===== src/shared/bit_exec_pkg.sv =====
// Purpose: Constants and types for the bit test and bit set execution block.
// Assumes: 14-bit instruction words, 7-bit register addresses, 8-bit registers.
// Notes: Contract list below.
// Contract
// - Test takes 7-bit address, 3-bit bit index.
// - Prefix 0110 skips next word on clear bit.
// - Skipped prefetched word never changes state.
// - Skip runs a no-op; two cycles, one word.
// - Prefix 0101 sets one bit, single cycle.
// - Set takes address and bit from low bits.
package bit_exec_pkg;
   localparam int INSN_W = 14;
   localparam int ADDR_W = 7;
   localparam int BIT_W = 3;
   localparam int DATA_W = 8;
   localparam int ADDR_LSB = 0;
   localparam int BIT_LSB = 7;
   localparam int PREFIX_LSB = 10;
   localparam int PREFIX_W = 4;
   localparam logic [PREFIX_W-1:0] PREFIX_TEST_CLEAR = 4'h6;
   localparam logic [PREFIX_W-1:0] PREFIX_SET = 4'h5;
   localparam logic [INSN_W-1:0] INSN_NOP = 14'h0000;
   typedef enum logic [1:0] {OP_OTHER, OP_TEST_CLEAR, OP_SET} op_t;
   typedef enum logic {ST_RUN, ST_FLUSH} exec_state_t;
endpackage : bit_exec_pkg


===== src/shared/bit_decode_if.sv =====
// Purpose: Carries decoded fields from the decoder to the execution logic.
// Assumes: One decoder and one consumer.
// Notes: Purely combinational fields.
`timescale 1ns/10ps
interface bit_decode_if;
   import bit_exec_pkg::*;
   logic [INSN_W-1:0] insn;
   op_t op;
   logic [ADDR_W-1:0] addr;
   logic [BIT_W-1:0] bit_index;
   modport decoder (input insn, output op, output addr, output bit_index);
   modport consumer (output insn, input op, input addr, input bit_index);
endinterface : bit_decode_if


===== src/rtl/bit_test_skip_and_bit_set.sv =====
// Purpose: Executes the bit test with skip on clear and the bit set instruction.
// Assumes: Register file read is combinational; one instruction per mclk cycle.
// Notes: Status flags are not touched; status_write_en stays low.
// Notes: A set writes one cycle late, so the register file keeps the address it saw with the set.
// Notes: A test of a byte written by the set just before it still reads the old value.
`timescale 1ns/10ps
module bit_test_skip_and_bit_set
(
   input wire logic mclk,
   input wire logic reset,
   input wire logic insn_valid,
   input wire logic [bit_exec_pkg::INSN_W-1:0] insn_word,
   output logic [bit_exec_pkg::ADDR_W-1:0] reg_addr,
   input wire logic [bit_exec_pkg::DATA_W-1:0] reg_rdata,
   output logic reg_we,
   output logic [bit_exec_pkg::DATA_W-1:0] reg_wdata,
   output logic insn_done,
   output logic skip_taken,
   output logic flushing,
   output logic status_write_en
);
   import bit_exec_pkg::*;

   // Decoded view of the word executed this cycle.
   bit_decode_if dec_bus ();

   // Sequencing state: running, or discarding the word behind a taken skip.
   exec_state_t state_reg;
   exec_state_t state_next;

   // Write port state; the write leaves one cycle after the set is taken.
   logic we_reg;
   logic we_next;
   logic [DATA_W-1:0] wdata_reg;
   logic [DATA_W-1:0] wdata_next;

   // Completion pulses, one cycle wide each.
   logic done_reg;
   logic done_next;
   logic skip_reg;
   logic skip_next;

   // Qualifiers of the current word, shared by all three groups below.
   logic in_flush;
   logic word_live;
   logic is_test;
   logic is_set;
   logic tested_bit;

   // Reads one bit of a byte; the index is decoded in one place for every user.
   function automatic logic bit_of
   (
      input logic [DATA_W-1:0] v,
      input logic [BIT_W-1:0] b
   );
      return v[b];
   endfunction : bit_of

   // Sets one bit of a byte; the other bits pass unchanged.
   function automatic logic [DATA_W-1:0] set_bit
   (
      input logic [DATA_W-1:0] v,
      input logic [BIT_W-1:0] b
   );
      logic [DATA_W-1:0] r;
      r = v;
      r[b] = 1'b1;
      return r;
   endfunction : set_bit

   // A word may act only when it is valid and is not the one behind a taken skip.
   function automatic logic accepts_word
   (
      input logic valid,
      input exec_state_t st
   );
      return valid && (st == ST_RUN);
   endfunction : accepts_word

   // The discarded word is swapped for a no-op before decoding, so no field of it can
   // reach the write port or the pulses; the state check in accepts_word is a second guard.
   assign dec_bus.insn = (state_reg == ST_FLUSH) ? INSN_NOP : insn_word;

   // The field split lives in its own module so both instructions share one layout.
   bit_decode u_decode
   (
      .dec(dec_bus)
   );

   // Qualifiers of the word on insn_word this cycle.
   assign in_flush = (state_reg == ST_FLUSH);
   assign word_live = accepts_word(insn_valid, state_reg);
   assign is_test = (dec_bus.op == OP_TEST_CLEAR);
   assign is_set = (dec_bus.op == OP_SET);
   assign tested_bit = bit_of(reg_rdata, dec_bus.bit_index);

   // The read address goes straight out so the register file answers within this cycle.
   // During a flush it shows address zero, since the no-op decode has all fields clear.
   assign reg_addr = dec_bus.addr;

   // No status flag is ever written by either instruction.
   assign status_write_en = 1'b0;
   assign flushing = in_flush;

   // Sequencing: a clear bit sends the following word into the flush.
   // The flush ends only with a valid word, so a fetch stall cannot let the dropped word through.
   always_comb
   begin
      state_next = state_reg;
      case (state_reg)
         ST_RUN:
         begin
            if (word_live && is_test && !tested_bit)
            begin
               state_next = ST_FLUSH;
            end
         end
         ST_FLUSH:
         begin
            if (insn_valid)
            begin
               state_next = ST_RUN;
            end
         end
         default:
         begin
            state_next = ST_RUN;
         end
      endcase
   end

   // Sequencing register.
   always_ff @(posedge mclk)
   begin
      if (reset)
      begin
         state_reg <= ST_RUN;
      end
      else
      begin
         state_reg <= state_next;
      end
   end

   // Write port: read, set one bit, write back. The write is registered to keep the output
   // clean, which costs a read-after-write hazard on a test right behind a set to the same byte.
   always_comb
   begin
      we_next = 1'b0;
      wdata_next = wdata_reg;
      if (word_live && is_set)
      begin
         we_next = 1'b1;
         wdata_next = set_bit(reg_rdata, dec_bus.bit_index);
      end
   end

   // Write port registers; the data holds its last value between writes.
   always_ff @(posedge mclk)
   begin
      if (reset)
      begin
         we_reg <= 1'b0;
         wdata_reg <= '0;
      end
      else
      begin
         we_reg <= we_next;
         wdata_reg <= wdata_next;
      end
   end

   // Completion pulses: a bit found set, a set, or the no-op of a taken skip finishes the
   // instruction; a bit found clear raises the skip pulse instead and finishes in the cycle after the next valid word.
   always_comb
   begin
      done_next = 1'b0;
      skip_next = 1'b0;
      case (state_reg)
         ST_RUN:
         begin
            if (word_live && is_test)
            begin
               if (tested_bit)
               begin
                  done_next = 1'b1;
               end
               else
               begin
                  skip_next = 1'b1;
               end
            end
            else if (word_live && is_set)
            begin
               done_next = 1'b1;
            end
         end
         ST_FLUSH:
         begin
            // The no-op takes the place of the dropped word and ends the two-cycle test.
            done_next = insn_valid;
         end
         default:
         begin
            done_next = 1'b0;
         end
      endcase
   end

   // Pulse registers.
   always_ff @(posedge mclk)
   begin
      if (reset)
      begin
         done_reg <= 1'b0;
         skip_reg <= 1'b0;
      end
      else
      begin
         done_reg <= done_next;
         skip_reg <= skip_next;
      end
   end

   // All data and pulse outputs come straight from flip-flops.
   assign reg_we = we_reg;
   assign reg_wdata = wdata_reg;
   assign insn_done = done_reg;
   assign skip_taken = skip_reg;
endmodule : bit_test_skip_and_bit_set


===== src/rtl/bit_decode.sv =====
// Purpose: Splits an instruction word into opcode class, address and bit index.
// Assumes: Both instructions share the same field layout.
// Notes: Any other prefix decodes as OP_OTHER and is left to the rest of the core.
`timescale 1ns/10ps
module bit_decode
   import bit_exec_pkg::*;
(
   bit_decode_if.decoder dec
);
   // Fields sit in the low bits of the word for both instructions.
   always_comb
   begin
      dec.addr = dec.insn[ADDR_LSB +: ADDR_W];
      dec.bit_index = dec.insn[BIT_LSB +: BIT_W];
      case (dec.insn[PREFIX_LSB +: PREFIX_W])
         PREFIX_TEST_CLEAR: dec.op = OP_TEST_CLEAR;
         PREFIX_SET: dec.op = OP_SET;
         default: dec.op = OP_OTHER;
      endcase
   end
endmodule : bit_decode


===== config.mk =====
export PLATFORM = sky130hd
export DESIGN_NAME = bit_test_skip_and_bit_set
export DESIGN_NICKNAME = d
export VERILOG_FILES = /design/src/shared/bit_exec_pkg.sv /design/src/shared/bit_decode_if.sv /design/src/rtl/bit_test_skip_and_bit_set.sv /design/src/rtl/bit_decode.sv
export SDC_FILE = /design/constraint.sdc
export NUM_CORES = 1
export LEC_CHECK = 0
export ABC_CLOCK_PERIOD_IN_PS = 3300
export BUFFER_PORTS_ARGS = -buffer_cell sky130_fd_sc_hd__buf_2
export CAP_MARGIN = 10
export CORE_MARGIN = 2
export CORE_UTILIZATION = 30
export DETAILED_ROUTE_END_ITERATION = 8
export SLEW_MARGIN = 10
export SYNTH_ARGS = -nofsm -noshare
export SYNTH_HDL_FRONTEND = slang
export SYNTH_SLANG_ARGS = --single-unit

===== constraint.sdc =====
create_clock -name mclk -period 3.3 [get_ports mclk]
set_clock_uncertainty 0.2 [all_clocks]
set_input_delay 0.495 -clock mclk [delete_from_list [all_inputs] [get_ports mclk]]
set_output_delay 0.495 -clock mclk [all_outputs]
set_load 0.02 [all_outputs]

==> flow_summary.json, run 1 <==
{
  "outcome": "completed",
  "final_cell_mix": "43 x buf_2, 12 x dfxtp_1, 10 x nor2_1, 8 x nor2b_1, 8 x a211oi_1",
  "finalMaxSlewViolations": 0,
  "nets": 150,
  "fin_crit_ps": 1980,
  "avgSynthCellArea_um2": 9.03,
  "rows": 18,
  "fp.dieArea_mm2": 0.00291,
  "cts_root_buf": "clkbuf_4",
  "syn_area_um2": 749,
  "clock.fmax_ghz": 0.506,
  "cap_violations": 0,
  "min_to": "reg_wdata[1]",
  "fin_util_pct": 40.6,
  "grt_util_all_layers_pct": 13.4,
  "power_leakage_nw": 0.430,
  "synth_nets": 108,
  "grt_pass1_wl_um": 2850,
  "start_kind": "flip-flop",
  "ir_drop_v": 0.000129,
  "ctsHoldBuffers": 0,
  "critical-path-top-delay-family": "flip-flops",
  "drive_gt1_share_pct": 45.5,
  "cp.arrival_ps": 1280,
  "ctsResizeCount": 0,
  "slowest_delay_ps": 720,
  "place_congestion": 0.841,
  "reg2reg_depth": 4,
  "num_antenna_cells": 0,
  "drtPass1Iterations": 2,
  "rsz0062_at_grt": "false",
  "synth_cell_type_count": 35,
  "ys_seq_area_share_pct": 32.1,
  "cts_buffers": 3,
  "p_per_area_mw_per_mm2": 310,
  "io_pins": 45,
  "drc_errors": 0,
  "yosysWarnings": 0,
  "regToRegSetupSlack_ps": 1400,
  "cp_max_fo": 19,
  "clock-sinks": 12,
  "clk_path_buf_depth": 2,
  "cts_tree": "built",
  "wl_per_cell_um": 11.9,
  "slew_headroom_pct": 58.1,
  "power.total_uw": 307,
  "via_per_inst": 4.88,
  "hold_path.class": "reg -> reg",
  "finalSetupViolations": 0,
  "fin_setup_tns_ps": 0,
  "drtIter0Drc": 10,
  "worstSetupEndpointType": "output port",
  "fp.dieW_um": 54.0,
  "clk_latency_ps": 270,
  "period_share_pct": 59.9,
  "grt_max_degree": 20,
  "postCtsSetupRepairBufs": 0,
  "worstHoldPathCells": 2,
  "path_class": "reg -> out",
  "htreeDepth": 1,
  "core_area_mm2": 0.00243,
  "dieHeight_um": 54.0,
  "start_util_pct": 30.8,
  "overflow": 0,
  "hold_violations": 0,
  "layout_commonest_cell": "buf_2",
  "worst-path-buf-inv": 1,
  "routed_wl_um": 1830,
  "yosys_register_bits": 12,
  "worst_pin_slew_ps": 628,
  "worstPathCellList": "nor2b_1, buf_2",
  "port-buffer-count": 43,
  "clk_pin_slew_ps": 70,
  "critical_path.slowest_cell": "dfxtp_1",
  "antenna_found_initial": 0,
  "crit_required_ps": 2600,
  "via_count": 746,
  "rr_endpoint": "reg_wdata[4]",
  "worstReg2RegStart": "flushing",
  "dp_hpwl_um": 1420,
  "postRouteAntennaNets": 0,
  "syn_inst": 83,
  "grt_pass1_vias": 677,
  "area_delta_synth_final_pct": 31.9,
  "hp-start": "reg_wdata[1]"
}
[cells in the mapped netlist (all sizes together)]
| cell | instances | area, um2 |
|---|---|---|
| nor2b | 8 | 50.1 |
| conb | 1 | 3.75 |
| nand2 | 1 | 3.75 |
| a311oi | 1 | 8.76 |
| mux2 | 2 | 26.3 |
| nand2b | 4 | 25.0 |
| nand4bb | 1 | 27.5 |
| and4bb | 1 | 12.5 |
| buf | 4 | 28.8 |
| a2111oi | 1 | 27.5 |
| and2b | 1 | 10.0 |
| nor3 | 3 | 20.0 |
| nor3b | 2 | 20.0 |
| inv | 3 | 11.3 |
| o2bb2ai | 1 | 8.76 |
| or2 | 1 | 6.26 |
| and2 | 2 | 12.5 |
| nor4bb | 1 | 10.0 |
| clkbuf | 2 | 7.51 |
| nor2 | 11 | 43.8 |
| or3 | 1 | 6.26 |
| a31oi | 2 | 12.5 |
| a211oi | 8 | 60.1 |
| o211ai | 1 | 12.5 |
| o21ai | 2 | 10.0 |
| a21oi | 5 | 28.8 |
| a221oi | 1 | 15.0 |
| dfxtp | 12 | 240 |
[per-layer routing]
metal	vias up	track usage, %	routed length (um)
met2	35	21.5	788
met3	4	1.94	166
li1	373	-	-
met1	334	17.1	841
met4	0	7.50	31
met5	-	0	0
[final cells by class]
| type | count | area (um2) |
|---|---|---|
| fillers | 265 | 1440 |
| multi-input cells | 62 | 462 |
| flip-flops and latches | 12 | 240 |
| inverters | 3 | 11.3 |
| well taps | 30 | 37.5 |
| clock buffers | 3 | 22.5 |
| repair buffers | 43 | 215 |
[how the worst max path moves through the flow]
stage,to,startpoint,cells past startpoint
finish,reg_addr[5],flushing,2
floorplan,insn_done,insn_word[7],5
detailed placement,insn_done,insn_word[7],5
global placement,insn_done,insn_word[7],5
CTS,reg_addr[5],flushing,2
global route,reg_wdata[7],flushing,4
[power by group]
part	switching, mW	internal, mW
sequential	0.00165	0.147
combinational	0.0396	0.0313
clock	0.0443	0.0423
[logic make-up after synthesis]
family	Yosys count	synth area share, %
AND/OR/NAND/NOR	37	33.1
AO/OA/AOI/OAI	22	24.5
flip-flops	12	32.1
buffers and inverters	9	6.34
multiplexers	2	3.51
other	1	0.500
[registers in the layout (all words and copies together), names as in the netlist]
signal	flops
reg_wdata	8
flushing	1
insn_done	1
reg_we	1
skip_taken	1
[tightest hold or removal path: cells and delay by family, from the launching register on]
family        cells  cell delay [ps]
simple gates      2              140
flops             1              310
[stage by stage]
stage	setup WS, ps	instances	cell area (um2)	hold WS, ps
4_1_cts	1310	153	988	300
3_5_place_dp	1290	150	966	288
6_report	1320	153	988	294
5_1_grt	1150	153	988	329
3_3_place_gp	1310	150	966	285
2_1_floorplan	1420	83	749	361
Power figures use the tool's default switching activity.
==> run 2, diff against run 1 <==
ABC_AREA = 1   (was default)
ABC_CLOCK_PERIOD_IN_PS = 2000   (was 3300)
clock period = 2 ns   (was 3.3 ns; I/O delays follow)
==> run 2 against run 1 <==
Sequential share of layout area fell by 0.33 points. Sequential power rose by 65%. Non-clock buffer count rose by 1. Clock-buffer cell count did not move. Cell count rose by 13%. Largest cell class unchanged. Global-route usage fell by 0.93 points. Wire length fell by 1.3%. First-iteration DRC count rose by 30%. Clock power rose by 64%. Critical path depth did not move. Critical path type unchanged.
==> flow_summary.json, run 2 <==
{
  "fp.dieW_um": 54.4,
  "synth_nets": 125,
  "drtPass1Iterations": 4,
  "layout_commonest_cell": "buf_2",
  "start_kind": "flip-flop",
  "power.total_uw": 512,
  "fin_crit_ps": 1590,
  "worstPathCellList": "nor2_1, buf_2",
  "place_congestion": 0.796,
  "seq_area_um2": 240,
  "final_area_mm2": 0.00100,
  "fin_setup_tns_ps": 0,
  "wl_per_cell_um": 10.4,
  "drtIter0Drc": 13,
  "finalWorstSetupSlack_ps": 406,
  "place_inst": 170,
  "clock.fmax_ghz": 0.627,
  "period_share_pct": 79.7,
  "cts_root_buf": "clkbuf_4",
  "multi_input_area_um2": 414,
  "grt_pass1_vias": 645,
  "grt_max_degree": 16,
  "post-place-ws_ps": 440,
  "dp_hpwl_um": 1510,
  "synthTopCellsByCount": "13 x inv_1, 13 x nor2_1, 12 x dfxtp_1, 11 x nand3_1, 7 x nand2_1",
  "slowest_delay_ps": 560,
  "p_per_area_mw_per_mm2": 511,
  "postCtsSetupRepairBufs": 0,
  "synthTopCellsByArea": "dfxtp_1 32%, nand3_1 7.2%, inv_1 6.4%, nor2_1 6.4%, nor2_8 5.3%",
  "grt_pass1_wl_um": 2660,
  "finalSetupViolations": 0,
  "outcome": "completed",
  "holdWs_ps": 39.2,
  "port-buffer-count": 43,
  "hold_violations": 0,
  "yosys_register_bits": 12,
  "ctsHoldBuffers": 0,
  "power_leakage_nw": 0.528,
  "drc_errors": 0,
  "hp-start": "reset",
  "nFillCells": 248,
  "ys_seq_area_share_pct": 31.6,
  "ir_drop_v": 0.000257,
  "clk_latency_ps": 260,
  "postRouteAntennaNets": 0,
  "nets": 170,
  "synth_top_area_cell": "dfxtp_1",
  "finalMaxSlewViolations": 0,
  "via_count": 795,
  "clock-sinks": 12,
  "avgSynthCellArea_um2": 7.61,
  "fin_util_pct": 41.2,
  "routed_wl_um": 1810,
  "cts_tree": "built",
  "cp_max_fo": 11,
  "worstReg2RegStart": "flushing",
  "io_pins": 45,
  "fin_cells": 173,
  "start_util_pct": 31.3,
  "final_cell_mix": "43 x buf_2, 13 x inv_1, 13 x nor2_1, 12 x dfxtp_1, 11 x nand3_1",
  "cts_buffers": 3,
  "dieHeight_um": 54.4,
  "fp.dieArea_mm2": 0.00295,
  "yosys.area.top_type_share_pct": 31.6,
  "hold_path.class": "in -> reg",
  "critical_path.slowest_cell": "dfxtp_1",
  "largest_register_ff_count": 8,
  "grt_util_all_layers_pct": 12.5,
  "area_delta_synth_final_pct": 31.7,
  "overflow": 0,
  "worstSetupEndpointType": "output port",
  "crit_required_ps": 1500,
  "startpoint": "flushing",
  "htreeDepth": 1,
  "async_flop_share_pct": 0,
  "syn_inst": 100,
  "via_per_inst": 4.60,
  "rsz0062_at_grt": "false",
  "rows": 18,
  "antenna_found_initial": 0,
  "path_class": "reg -> out",
  "num_antenna_cells": 0,
  "ctsResizeCount": 0,
  "cap_violations": 0,
  "yosysWarnings": 0,
  "drive_gt1_share_pct": 46.2,
  "placed_area_um2": 980,
  "cp.arrival_ps": 1090,
  "core_area_mm2": 0.00243,
  "syn_area_um2": 761,
  "synth_edf_count": 0,
  "synth_cell_type_count": 25,
  "clk_path_buf_depth": 2,
  "synth_ff_type": "dfxtp_1",
  "clk_pin_slew_ps": 70
}
run 2: cell count changes after synthesis, sizes merged, moves of 4 or more:
cell    change
nor2b       -8
a21oi       +4
nand2       +9
o21ai       +6
inv        +13
nand3      +14
nand2b      -4
a211oi      -8
a31oi       +4
nor2        +5
run 2: layer usage:
layer | GRT usage, % | share of wire (%)
met1 | 16.3 | 48
met3 | 3.28 | 7.2
met2 | 19.5 | 44
met5 | 0 | 0
met4 | 5.00 | 1.0
run 2: kinds of logic (layout without fill, tap and decap cells):
| group | Yosys count | after routing | synth area share, % |
|---|---|---|---|
| and+or+nand+nor | 43 | 43 | 33.7 |
| AOI/OAI and AO/OA | 24 | 24 | 20.2 |
| buffers and inverters | 20 | 63 | 14.0 |
| DFF | 12 | 12 | 31.6 |
| other | 1 | 1 | 0.493 |
run 2: final cells by class:
class,instances,share of cell area (%)
Inverter,16,6.49
Tap cell,30,3.75
Timing Repair Buffer,44,22.2
Multi-Input combinational cell,68,41.3
Clock buffer,3,2.25
Sequential cell,12,24.0
run 2: where the power goes:
| group | total, mW | switching, mW | internal (mW) |
|---|---|---|---|
| Clock | 0.142 | 0.0725 | 0.0695 |
| Sequential | 0.246 | 0.00246 | 0.243 |
| Combinational | 0.124 | 0.0760 | 0.0479 |
| Total | 0.512 | 0.151 | 0.361 |
run 2: critical path: cells and delay by family, from the launching register on:
family	cells	cell delay [ps]
buffers and inverters	1	170
and+or+nand+nor	1	100
DFF	1	560
run 2: worst paths after layout:
| check | to | depth (start not counted) | slack (ps) |
|---|---|---|---|
| hold reg to reg | reg_wdata[1] | 2 | 300 |
| hold / removal | insn_done | 2 | 40 |
| setup reg to reg | insn_done | 7 | 440 |
| setup / recovery | reg_addr[1] | 2 | 410 |
